==> src/rtl/rtc_pkg.sv <==
// Shared constants for the board clock access port and timekeeping.
package rtc_pkg;
	localparam int CLK_HZ = 50_000_000;
	localparam int XTAL_HZ = 32768;
	localparam int TENK_HZ = 10000;
	localparam int STROBE_NS = 1000;
	localparam int STROBE_CYC = (STROBE_NS * (CLK_HZ / 1_000_000) + 999) / 1000;
	localparam int IOA_W = 10;
	localparam logic [9:0] PORT_DATA = 10'h05A;
	localparam logic [9:0] PORT_CMD = 10'h05C;
	localparam logic [9:0] PORT_STRAP = 10'h220;
	localparam int STRAP_BIT = 5;
	localparam int CMD_WSTB = 6;
	localparam int CMD_RSTB = 5;
	localparam logic [2:0] CODE_RADDR = 3'h4;
	localparam logic [2:0] CODE_RSTB = 3'h5;
	localparam logic [2:0] CODE_WADDR = 3'h0;
	localparam logic [2:0] CODE_WSTB = 3'h2;
	localparam logic [4:0] A1_LAT = 5'h08;
	localparam logic [4:0] A1_ISTAT = 5'h10;
	localparam logic [4:0] A1_ICTL = 5'h11;
	localparam logic [4:0] A1_CCLR = 5'h12;
	localparam logic [4:0] A1_LCLR = 5'h13;
	localparam logic [4:0] A1_CHG = 5'h14;
	localparam logic [4:0] A1_GO = 5'h15;
	localparam logic [2:0] A2_CTL = 3'h1;
	localparam logic [2:0] A2_SEC = 3'h2;
	localparam logic [2:0] A2_HOUR = 3'h4;
	localparam logic [2:0] A2_MON = 3'h6;
	localparam logic [2:0] A2_STAT = 3'h7;
	localparam int C2_RUN = 2;
	localparam int C2_CLS = 3;
	localparam int ST2_ALARM = 7;
	localparam int ST2_PER = 6;
	localparam int H_PM = 7;
	localparam int H_12 = 6;
	localparam int M_LEAP = 7;
	localparam logic [7:0] RST_BYTE = 8'h00;
	localparam logic [7:0] MAX1 [0:7] = '{8'h99, 8'h99, 8'h59, 8'h59,
		8'h23, 8'h07, 8'h31, 8'h11};
	localparam logic [7:0] MIN1 [0:7] = '{8'h00, 8'h00, 8'h00, 8'h00,
		8'h00, 8'h01, 8'h01, 8'h00};
endpackage : rtc_pkg

==> src/rtl/rtc_port_if.sv <==
// Byte-wide I/O port connection between host and clock device.
`timescale 1ns/1ps
`default_nettype none
interface rtc_port_if (input wire logic i_clock);
	logic [9:0] io_addr;
	logic       io_wr;
	logic       io_rd;
	logic [7:0] io_wdata;
	logic [7:0] io_rdata;
	logic       clock_interrupt_line;
	modport host (input i_clock, output io_addr, io_wr, io_rd, io_wdata,
		input io_rdata, clock_interrupt_line);
	modport device (input i_clock, input io_addr, io_wr, io_rd, io_wdata,
		output io_rdata, clock_interrupt_line);
endinterface : rtc_port_if
`default_nettype wire

==> src/rtl/rtc_device.sv <==
// Clock device end: command port decode and both timekeeping variants.
//
// The strobed register port was decided locally.
`timescale 1ns/1ps
`default_nettype none
module rtc_device
	import rtc_pkg::*;
(
	input  wire logic   i_clock,
	input  wire logic   i_srst,
	input  wire logic   i_variant_one,
	rtc_port_if.device  bus
);
	logic [7:0]  cmd;
	logic [7:0]  dport;
	logic [7:0]  hold;
	logic [7:0]  rdata;
	logic [1:0]  strap_sync;
	logic        v1;
	logic [25:0] xacc;
	logic        xtick;
	logic [14:0] tacc;
	logic        tick10k;
	logic [14:0] xcnt;
	logic        tick1hz;
	logic        ra_go;
	logic        wa_go;
	logic [4:0]  ra;
	logic [4:0]  wa;
	logic [7:0]  cnt [0:7];
	logic [7:0]  lat [0:7];
	logic [7:0]  next_cnt [0:7];
	logic [7:0]  wrap1;
	logic [7:0]  ien;
	logic [7:0]  st1;
	logic        eq1;
	logic        eq1_q;
	logic        armed;
	logic        chg;
	logic [7:0]  t2 [0:4];
	logic [7:0]  next_t2 [0:4];
	logic [3:0]  wrap2;
	logic [7:0]  al2 [0:2];
	logic [7:0]  ctl2;
	logic [7:0]  st2;
	logic        eq2_q;
	logic        sq_q;
	logic        sq;
	logic        per_ev;
	logic        alarm_ev;
	logic [7:0]  rd_mux;

	// BCD step with wrap; an out-of-range value written by software wraps too.
	function automatic logic [8:0] bcd_step(input logic [7:0] v,
		input logic [7:0] mx, input logic [7:0] mn);
		if (v >= mx)
			bcd_step = {1'b1, mn};
		else if (v[3:0] >= 4'h9)
			bcd_step = {1'b0, v[7:4] + 4'h1, 4'h0};
		else
			bcd_step = {1'b0, v + 8'h01};
	endfunction : bcd_step

	// Days in a month given as BCD 1 to 12.
	function automatic logic [7:0] days_in(input logic [7:0] m,
		input logic leap);
		case (m)
			8'h02: days_in = leap ? 8'h29 : 8'h28;
			8'h04, 8'h06, 8'h09, 8'h11: days_in = 8'h30;
			default: days_in = 8'h31;
		endcase
	endfunction : days_in

	// The strap is a board pin, so it is synchronised before use. It is kept
	// out of reset so it has settled by the time the host probes it.
	always_ff @(posedge i_clock) begin
		strap_sync <= {strap_sync[0], i_variant_one};
	end
	assign v1 = strap_sync[1];

	// Crystal rate derived by phase accumulation from the bus clock.
	always_ff @(posedge i_clock) begin
		if (i_srst) begin
			xacc <= 26'h0;
			xtick <= 1'b0;
		end else if (xacc + 26'(XTAL_HZ) >= 26'(CLK_HZ)) begin
			xacc <= xacc + 26'(XTAL_HZ) - 26'(CLK_HZ);
			xtick <= 1'b1;
		end else begin
			xacc <= xacc + 26'(XTAL_HZ);
			xtick <= 1'b0;
		end
	end

	// Ten-thousandths tick divided from the crystal tick; restart realigns.
	always_ff @(posedge i_clock) begin
		if (i_srst || (wa_go && v1 && wa == A1_GO)) begin
			tacc <= 15'h0;
			tick10k <= 1'b0;
		end else if (xtick) begin
			tacc <= tacc + 15'(TENK_HZ);
			tick10k <= ({1'b0, tacc} + 16'(TENK_HZ)) >= 16'(XTAL_HZ);
		end else begin
			tick10k <= 1'b0;
		end
	end

	// Free crystal counter feeds the second map's seconds and rates.
	always_ff @(posedge i_clock) begin
		if (i_srst)
			xcnt <= 15'h0;
		else if (xtick)
			xcnt <= xcnt + 15'h1;
	end
	assign tick1hz = xtick && xcnt == 15'h7FFF;

	// A rising strobe bit in a command write starts the access.
	assign ra = bus.io_wdata[4:0];
	assign wa = cmd[4:0];
	assign ra_go = bus.io_wr && bus.io_addr == PORT_CMD &&
		bus.io_wdata[CMD_RSTB] && !cmd[CMD_RSTB];
	assign wa_go = bus.io_wr && bus.io_addr == PORT_CMD &&
		bus.io_wdata[CMD_WSTB] && !cmd[CMD_WSTB];

	// Command and data port storage.
	always_ff @(posedge i_clock) begin
		if (i_srst) begin
			cmd <= RST_BYTE;
			dport <= RST_BYTE;
		end else if (bus.io_wr && bus.io_addr == PORT_CMD) begin
			cmd <= bus.io_wdata;
		end else if (bus.io_wr && bus.io_addr == PORT_DATA) begin
			dport <= bus.io_wdata;
		end
	end

	// First map carry chain; day of month limit follows the month.
	always_comb begin
		logic       c;
		logic [8:0] s;
		logic [7:0] mx;
		logic [7:0] mon;
		c = tick10k && v1;
		s = bcd_step(cnt[7], 8'h99, 8'h00);
		// Month runs 0 to 11; one step up gives the 1 to 12 form that the
		// day table wants. Kept apart because the chain reuses s below.
		mon = s[7:0];
		mx = 8'h00;
		for (int i = 0; i < 8; i++) begin
			mx = (i == 6) ? days_in(mon, 1'b0) : MAX1[i];
			next_cnt[i] = cnt[i];
			wrap1[i] = 1'b0;
			if (c) begin
				s = bcd_step(cnt[i], mx, MIN1[i]);
				next_cnt[i] = s[7:0];
				wrap1[i] = s[8];
				c = s[8];
			end
		end
	end

	// First map counters and latches; software writes win over the tick.
	always_ff @(posedge i_clock) begin
		if (i_srst) begin
			for (int i = 0; i < 8; i++) begin
				cnt[i] <= RST_BYTE;
				lat[i] <= RST_BYTE;
			end
		end else begin
			for (int i = 0; i < 8; i++) begin
				cnt[i] <= next_cnt[i];
				if (wa_go && v1) begin
					if (wa == 5'(i))
						cnt[i] <= dport;
					if (wa == A1_LAT + 5'(i))
						lat[i] <= dport;
					if (wa == A1_CCLR && dport[i])
						cnt[i] <= RST_BYTE;
					if (wa == A1_LCLR && dport[i])
						lat[i] <= RST_BYTE;
					if (wa == A1_GO && i < 3)
						cnt[i] <= RST_BYTE;
				end
			end
		end
	end

	// Match is edge detected so one equality gives one event.
	always_comb begin
		eq1 = 1'b1;
		for (int i = 0; i < 8; i++)
			eq1 = eq1 && cnt[i] == lat[i];
	end

	// Interrupt enable, sticky status and read-consistency flag.
	always_ff @(posedge i_clock) begin
		if (i_srst) begin
			ien <= RST_BYTE;
			st1 <= RST_BYTE;
			eq1_q <= 1'b0;
			armed <= 1'b0;
			chg <= 1'b0;
		end else begin
			eq1_q <= eq1;
			if (wa_go && v1 && wa == A1_ICTL)
				ien <= dport;
			// Set wins over the clear-on-read so no event is lost.
			st1 <= (st1 & ~{8{ra_go && v1 && ra == A1_ISTAT}}) |
				({wrap1[7:1], eq1 && !eq1_q} & ien);
			if (ra_go && v1 && ra == A1_CHG) begin
				armed <= 1'b0;
				chg <= tick10k && armed;
			end else begin
				if (ra_go && v1 && ra < A1_ISTAT)
					armed <= 1'b1;
				if (tick10k && armed)
					chg <= 1'b1;
			end
		end
	end

	// Second map chain: seconds, minutes, hours, date, month.
	always_comb begin
		logic       c;
		logic       pm;
		logic [8:0] s;
		logic [7:0] h;
		c = tick1hz && !v1 && ctl2[C2_RUN];
		pm = t2[2][H_PM];
		s = 9'h0;
		h = {3'h0, t2[2][4:0]};
		for (int i = 0; i < 5; i++)
			next_t2[i] = t2[i];
		wrap2 = 4'h0;
		if (c) begin
			s = bcd_step(t2[0], 8'h59, 8'h00);
			next_t2[0] = s[7:0];
			wrap2[0] = s[8];
			c = s[8];
		end
		if (c) begin
			s = bcd_step(t2[1], 8'h59, 8'h00);
			next_t2[1] = s[7:0];
			wrap2[1] = s[8];
			c = s[8];
		end
		if (c) begin
			if (t2[2][H_12]) begin
				if (h == 8'h11) begin
					next_t2[2] = {!pm, 1'b1, 6'h12};
					c = pm;
				end else begin
					s = (h >= 8'h12) ? 9'h001 : bcd_step(h, 8'h12, 8'h01);
					next_t2[2] = {pm, 1'b1, s[5:0]};
					c = 1'b0;
				end
			end else begin
				s = bcd_step({2'h0, t2[2][5:0]}, 8'h23, 8'h00);
				next_t2[2] = {2'h0, s[5:0]};
				c = s[8];
			end
			wrap2[2] = c;
		end
		if (c) begin
			s = bcd_step(t2[3], days_in({1'b0, t2[4][6:0]}, t2[4][M_LEAP]),
				8'h01);
			next_t2[3] = s[7:0];
			wrap2[3] = s[8];
			c = s[8];
		end
		if (c) begin
			s = bcd_step({1'b0, t2[4][6:0]}, 8'h12, 8'h01);
			next_t2[4] = {t2[4][M_LEAP], s[6:0]};
		end
	end

	// Periodic source: square wave from the crystal counter or a boundary.
	always_comb begin
		logic [3:0] rs;
		rs = ctl2[7:4];
		sq = (rs >= 4'h1 && rs <= 4'hB) ? xcnt[rs + 4'h2] : 1'b0;
		unique case (rs)
			4'hC: per_ev = tick1hz && ctl2[C2_RUN];
			4'hD: per_ev = wrap2[0];
			4'hE: per_ev = wrap2[1];
			4'hF: per_ev = wrap2[2];
			default: per_ev = sq && !sq_q;
		endcase
	end
	assign alarm_ev = ctl2[C2_CLS] && !eq2_q && t2[0] == al2[0] &&
		t2[1] == al2[1] && t2[2] == al2[2];

	// Second map storage; counter/latch bit steers the writes.
	always_ff @(posedge i_clock) begin
		if (i_srst) begin
			for (int i = 0; i < 5; i++)
				t2[i] <= RST_BYTE;
			for (int i = 0; i < 3; i++)
				al2[i] <= RST_BYTE;
			ctl2 <= RST_BYTE;
			st2 <= RST_BYTE;
			eq2_q <= 1'b0;
			sq_q <= 1'b0;
		end else begin
			for (int i = 0; i < 5; i++)
				t2[i] <= next_t2[i];
			sq_q <= sq;
			eq2_q <= t2[0] == al2[0] && t2[1] == al2[1] && t2[2] == al2[2];
			if (wa_go && !v1) begin
				if (wa[2:0] == A2_CTL)
					ctl2 <= dport;
				else if (wa[2:0] >= A2_SEC && wa[2:0] <= A2_MON) begin
					if (!ctl2[C2_CLS])
						t2[wa[2:0] - A2_SEC] <= dport;
					else if (wa[2:0] <= A2_HOUR)
						al2[2'(wa[2:0] - A2_SEC)] <= dport;
				end
			end
			// Lower six status bits never set; set wins over clear-on-read.
			st2 <= (st2 & ~{8{ra_go && !v1 && ra[2:0] == A2_STAT}}) |
				{alarm_ev, per_ev, 6'h00};
		end
	end

	// Internal register read selection for both maps.
	always_comb begin
		rd_mux = 8'h00;
		if (v1) begin
			if (ra < A1_LAT)
				rd_mux = cnt[ra[2:0]];
			else if (ra < A1_ISTAT)
				rd_mux = lat[ra[2:0]];
			else if (ra == A1_ISTAT)
				rd_mux = st1;
			else if (ra == A1_CHG)
				rd_mux = {7'h00, chg};
		end else if (ra[2:0] >= A2_SEC && ra[2:0] <= A2_MON) begin
			rd_mux = t2[ra[2:0] - A2_SEC];
		end else if (ra[2:0] == A2_STAT) begin
			rd_mux = st2;
		end
	end

	// Read data captured at strobe rise and held for later port reads.
	always_ff @(posedge i_clock) begin
		if (i_srst)
			hold <= RST_BYTE;
		else if (ra_go)
			hold <= rd_mux;
	end

	// Port read answer one cycle after the read strobe; unmapped reads zero.
	always_ff @(posedge i_clock) begin
		if (i_srst)
			rdata <= RST_BYTE;
		else if (bus.io_rd && bus.io_addr == PORT_CMD)
			rdata <= hold;
		else if (bus.io_rd && bus.io_addr == PORT_STRAP)
			rdata <= {2'h0, v1, 5'h00};
		else
			rdata <= RST_BYTE;
	end
	assign bus.io_rdata = rdata;
	assign bus.clock_interrupt_line = v1 ? |st1 : |st2;
endmodule : rtc_device
`default_nettype wire

==> src/flat_wrapper.sv <==
// flat-port wrapper written by rule: the top's interface ports become plain ports
module rtc_device_flat import rtc_pkg::*;
  (i_clock, i_srst, i_variant_one, bus_io_addr, bus_io_wr, bus_io_rd, bus_io_wdata, bus_io_rdata, bus_clock_interrupt_line);
  rtc_port_if bus_i (.i_clock(i_clock));
  input  wire logic i_clock;
  input  wire logic i_srst;
  input  wire logic i_variant_one;
  input wire logic [$bits(bus_i.io_addr)-1:0] bus_io_addr;
  input wire logic [$bits(bus_i.io_wr)-1:0] bus_io_wr;
  input wire logic [$bits(bus_i.io_rd)-1:0] bus_io_rd;
  input wire logic [$bits(bus_i.io_wdata)-1:0] bus_io_wdata;
  output wire logic [$bits(bus_i.io_rdata)-1:0] bus_io_rdata;
  output wire logic [$bits(bus_i.clock_interrupt_line)-1:0] bus_clock_interrupt_line;
  assign bus_i.io_addr = bus_io_addr;
  assign bus_i.io_wr = bus_io_wr;
  assign bus_i.io_rd = bus_io_rd;
  assign bus_i.io_wdata = bus_io_wdata;
  assign bus_io_rdata = bus_i.io_rdata;
  assign bus_clock_interrupt_line = bus_i.clock_interrupt_line;
  rtc_device u_core (.i_clock(i_clock), .i_srst(i_srst), .i_variant_one(i_variant_one), .bus(bus_i));
endmodule
==> config.mk <==
export PLATFORM = sky130hd
export DESIGN_NAME = rtc_device_flat
export DESIGN_NICKNAME = d
export VERILOG_FILES = /design/src/rtl/rtc_pkg.sv /design/src/rtl/rtc_port_if.sv /design/src/rtl/rtc_device.sv /design/src/flat_wrapper.sv
export SDC_FILE = /design/constraint.sdc
export NUM_CORES = 1
export LEC_CHECK = 0
export BUFFER_PORTS_ARGS = -buffer_cell sky130_fd_sc_hd__buf_2
export CAP_MARGIN = 20
export CORE_ASPECT_RATIO = 1.75
export CORE_MARGIN = 2
export CORE_UTILIZATION = 60
export CTS_BUF_LIST = sky130_fd_sc_hd__clkbuf_4 sky130_fd_sc_hd__clkbuf_8
export CTS_CLUSTER_SIZE = 25
export DETAILED_ROUTE_END_ITERATION = 12
export PLACE_DENSITY = 0.89
export SYNTH_ARGS = -nofsm -noshare
export SYNTH_HDL_FRONTEND = slang
export SYNTH_SLANG_ARGS = --single-unit
==> constraint.sdc <==
create_clock -name i_clock -period 9.2 [get_ports i_clock]
set_clock_uncertainty 0.15 [all_clocks]
set_input_delay 0 -clock i_clock [delete_from_list [all_inputs] [get_ports i_clock]]
set_output_delay 0 -clock i_clock [all_outputs]
set_load 0.005 [all_outputs]
Word-level counts from Yosys, hierarchy flattened
Memory sizes are Yosys's and may differ from the RTL's.
Index checks and enable logic that the tools add are counted.

operators by class
  $add $sub $neg = 36
  equality and inequality tests = 53
  mux-type cells = 279
  order comparisons = 40
  bitwise gates (word level) = 57
  reduce and logical (&&, ||, !) cells = 77

operator list
  cell                      count
  $mux W8                   84
  $mux W1                   171
  $mux W9                   12
  $add A8 B1 Y8 const B     11
  $eq A8 B8 Y1              11
  $logic_and A1 B1 Y1       58
  $ge A4 B4 Y1 const B      13
  $or A1 B1 Y1              48
  $add A4 B1 Y4 const B     11
  $eq A5 B4 Y1 const B      8
  $eq A5 B5 Y1 const B      7
  $ge A8 B7 Y1 const B      4
  $add A26 B16 Y26 const B  1
  $ge A26 B26 Y1 const B    1
  $mux W26                  1
  $sub A26 B26 Y26 const B  1
  $and A8 B8 Y8             3
  $ge A8 B8 Y1 const B      3
  $reduce_or A8 Y1          3
  $mux W7                   3
  $eq A10 B7 Y1 const B     2
  $eq A5 B3 Y1 const B      4
  $mux W6                   3
  $add A15 B14 Y16 const B  1
  other kinds (56)          78

word-level totals
  memories kept = 4
  bits in writable memories = 192
  flip-flop bits (word level) = 128
  output and inout bits = 9
  logic and storage cells = 565

memories
  memory      depth  bits a word  read ports  clocked after Yosys merged registers in  wr ports  RTL line          text
  u_core.cnt  8      8            9           0                                        8         rtc_device.sv:30  logic [7:0] cnt [0:7];
  u_core.lat  8      8            9           0                                        8         rtc_device.sv:31  logic [7:0] lat [0:7];
  u_core.t2   5      8            6           0                                        6         rtc_device.sv:40  logic [7:0] t2 [0:4];
  u_core.al2  3      8            3           0                                        3         rtc_device.sv:43  logic [7:0] al2 [0:2];

Longest topological paths before layout
An unclocked memory read counts as a cell.

  depth in word-level cells = 15
  mapped depth = 16

Worst setup path before layout
OpenSTA, ideal clock, no wires.

  path type = register to register
  start = mem u_core.cnt[7][0]
  end = mem u_core.cnt[6][3], data pin
  path slack = 4,866 ps
  path buffers = 1
  cell stages (with the launch flop) = 17
  period minus slack after synthesis = 4,334 ps
  data arrival time = 4,036 ps
  data required time = 8,902 ps
  setup time = 148 ps
  cells stage by stage = edfxtp_1 -> clkbuf_1 -> inv_1 -> ha_1 -> or3b_2 -> mux2_2 -> nor3_1 -> a31oi_1 -> nor4_1 -> a31oi_1 -> ha_1 -> or4b_1 -> a21o_1 -> a21o_1 -> a211oi_2 -> or4b_1 -> a21oi_1

RTL lines
  item         RTL line
  from (decl)  rtc_device.sv:30

==> results.toml <==
[worst_setup_path]
start_kind = "flop"
path_class = "flop to flop"
critPathLaunch = "u_core.cnt[7][0]"
endpoint_kind = "flop"
critical_path.max_fanout = 10
crit_slowest_cell = "edfxtp_1"
cp.arrival_ps = 5050
critPathTopFamily = "simple AND/OR/NAND/NOR gates"
reg2reg_depth = 15
path_cells = "inv_1, ha_1, or3b_2, mux2_2, nor3_1, a31oi_1, nor4_1, a31oi_1, ha_1, or4b_1, a21o_1, a21o_1, a211oi_2, or4b_1, a21oi_1"
cp_slowest_stage_delay_ps = 550
required_ps = 9500
cp.depth = 15
worstReg2RegEnd = "u_core.cnt[6][3]"
reg2reg_from = "u_core.cnt[7][0]"
crit_buf_inv = 1
ff2ff_setup_slack_ps = 4440
crit_end = "u_core.cnt[6][3]"

[floorplan]
row_count = 88
start_util_pct = 60.48
core_mm2 = 0.03270
die_x_um = 141.2
die_area_mm2 = 0.03449
pin_count = 32
die_h_um = 244.2

[power]
p_per_area_mw_per_mm2 = 157.2
peakVddDrop_mv = 0.1711
total_power_w = 0.003371
p_leak_nw = 7.812

[global_route]
grt_pass1_vias = 16188
use_met2_pct = 61.96
antenna_found_initial = 2
grt_usage_pct = 36.92
grt_use_met1_pct = 39.16
use_met3_pct = 8.028
grt.busiest_layer = "met2"
grt_pass1_wl_um = 95430
overflow = 0
grt_max_degree = 68

[synth]
yosysTopAreaCellShare_pct = 31.58
synthTopCellsByArea = "edfxtp_1 32%, dfxtp_1 12%, mux4_2 5.6%, ha_1 5.3%, xnor2_1 4.3%"
yosysMostFrequentCell = "edfxtp_1"
synth_edf_count = 208
synthMuxAreaShare_pct = 9.180
ys_types = 96
synth_xor_area_share_pct = 6.864
synth-seq-cells = 331
synthTopCellsByCount = "208 x edfxtp_1, 175 x nand2_1, 161 x nor2_1, 123 x dfxtp_1, 98 x xnor2_1"
yosys_most_used_dff = "edfxtp_1"
synthSimpleGateAreaFrac_pct = 19.61
async_reset_ff_share_pct = 0
synth_top_family_by_area = "simple AND/OR/NAND/NOR gates"
synth-compound-area-share_pct = 11.33
syn_area_mm2 = 0.01978
ys_warn_count = 0
synth_fa_ha_area_share_pct = 5.251
synthCells = 1952
synth_top_area_cell = "edfxtp_1"
syn_area_per_cell_um2 = 10.13
synth-seq-area-share_pct = 44.03

[cells_and_area]
nFillCells = 2381
multi_input_area_mm2 = 0.01043
fin_nets = 2095
post-route-util_pct = 65.58
syn2layout_area_growth_pct = 8.446
stdcell_count = 2428
drive_above_1_share_pct = 11.47
register_area_mm2 = 0.008708

[drt]
first_pass_iters = 6
vias = 16535
vias_per_cell = 6.810
wire_per_inst_um = 26.08
wl_um = 63320
drt_iter0_markers = 1908
drc = 0
ant_nets = 0

[placement]
dp_hpwl_um = 43150
place_congestion = 1.165
placedCellCount = 2322
port_buffers = 31

[sta]
slew-limit-headroom_pct = 32.88
setup_tns_ps = 0
final-setup-viol-count = 0
finalCritPeriodShare_pct = 51.72
worst_slew_pin_slew_ps = 1007
rsz0062_at_grt = "no"
fmax_mhz = 210.1
hold_viol = 0
slew_violations = 0
period_needed_ps = 4759

[clock_tree]
clk_latency_ps = 620
cts_num_sinks = 331
clk_pin_slew_worst_paths_ps = 70
cts_tree = "built"
htreeDepth = 2
numCtsBuffers = 45
cts_root_buf = "clkbuf_8"
clockBufferDepth = 3
cts_setup_buffers = 0

[outcome]
status = "completed"

[job]
maxCapViolations = 0

[worst_hold_path]
hp-class = "primary input to flop"
routing by layer:
layer	routed length (um)	share of wire [%]	up-vias
li1	-	-	7182
met1	19590	31	7859
met2	30740	49	1106
met3	6230	9.8	388
met4	6747	11	0
met5	0	0	-
power by group:
part	internal, W	switching, W	total, W
combinational	0.000171	0.000244	0.000415
sequential	0.00163	0.0000965	0.00173
clock	0.000659	0.000568	0.00123
total	0.00246	0.000908	0.00337
worst register-to-register path: stages, from the launching register on:
cell and delay [ps]:
edfxtp_1 550, inv_1 180, ha_1 160, or3b_2 460
mux2_2 310, nor3_1 170, a31oi_1 60, nor4_1 180
a31oi_1 70, ha_1 290, or4b_1 520, a21o_1 190
a21o_1 170, a211oi_2 500, or4b_1 510, a21oi_1 140
layout make-up:
| cell class | instances | share of cell area [%] |
|---|---|---|
| multi-input cells | 1458 | 48.61 |
| flip-flops and latches | 331 | 40.60 |
| clock buffers | 67 | 3.862 |
| repair buffers | 78 | 2.614 |
| well taps | 405 | 2.363 |
| inverters | 75 | 1.313 |
| clock inverters | 13 | 0.6184 |
| diodes | 1 | 0.01167 |
cells by family after synthesis:
logic type	after synthesis
flops	331
mux	118
other cells	1
xor+xnor	155
buf+inv	186
simple gates	748
compound gates	330
fa+ha+maj	83
registers in the layout, indices dropped and copies added (netlist names), 8 cells and up:
register	flops
u_core.dport	8
u_core.xacc	19
u_core.t2	64
u_core.ien	8
u_core.xcnt	15
u_core.cnt	64
u_core.lat	64
u_core.bus.io_rdata	8
u_core.st1	8
u_core.st2	8
u_core.hold	8
u_core.tacc	11
u_core.al2	24
repair_timing:
action / 4_1_cts / 5_1_grt
hold endpoints to repair: 56 / 0
gates resized for setup: 0 / 0
endpoints found under the setup margin: 0 / 0
hold buffers: 18 / 0
worst min-delay path by stage:
stage / end / cells after the start / start
finish: u_core.bus.io_rdata[0] / 5 / bus_io_addr[0]
global route: u_core.bus.io_rdata[0] / 5 / bus_io_addr[0]
CTS: u_core.bus.io_rdata[4] / 5 / bus_io_addr[0]
detailed placement: u_core.strap_sync[0] / 1 / i_variant_one
global placement: u_core.strap_sync[0] / 1 / i_variant_one
floorplan: u_core.strap_sync[0] / 0 / i_variant_one
through the flow:
| stage | instance area, um^2 | hold slack [ps] | setup WS [ps] |
|---|---|---|---|
| floorplan | 19860 | -122.3 | 4866 |
| global placement | 20250 | -42.55 | 4584 |
| detailed placement | 20250 | -43.47 | 4523 |
| CTS | 21390 | 5.520 | 4485 |
| global route | 21450 | 91.55 | 4188 |
| finish | 21450 | 49.36 | 4441 |
placed cells by master (no fill, tap or decap), types with 52 or more instances in the layout:
cell type	count
a21oi_1	85
and2_1	86
clkbuf_8	52
dfxtp_1	123
edfxtp_1	208
ha_1	83
inv_1	72
mux2i_1	52
nand2_1	175
nand3_1	64
nor2_1	161
nor3_1	59
o21ai_0	66
xnor2_1	98
xor2_1	57
Note: power is estimated with default switching activity, not from simulation.
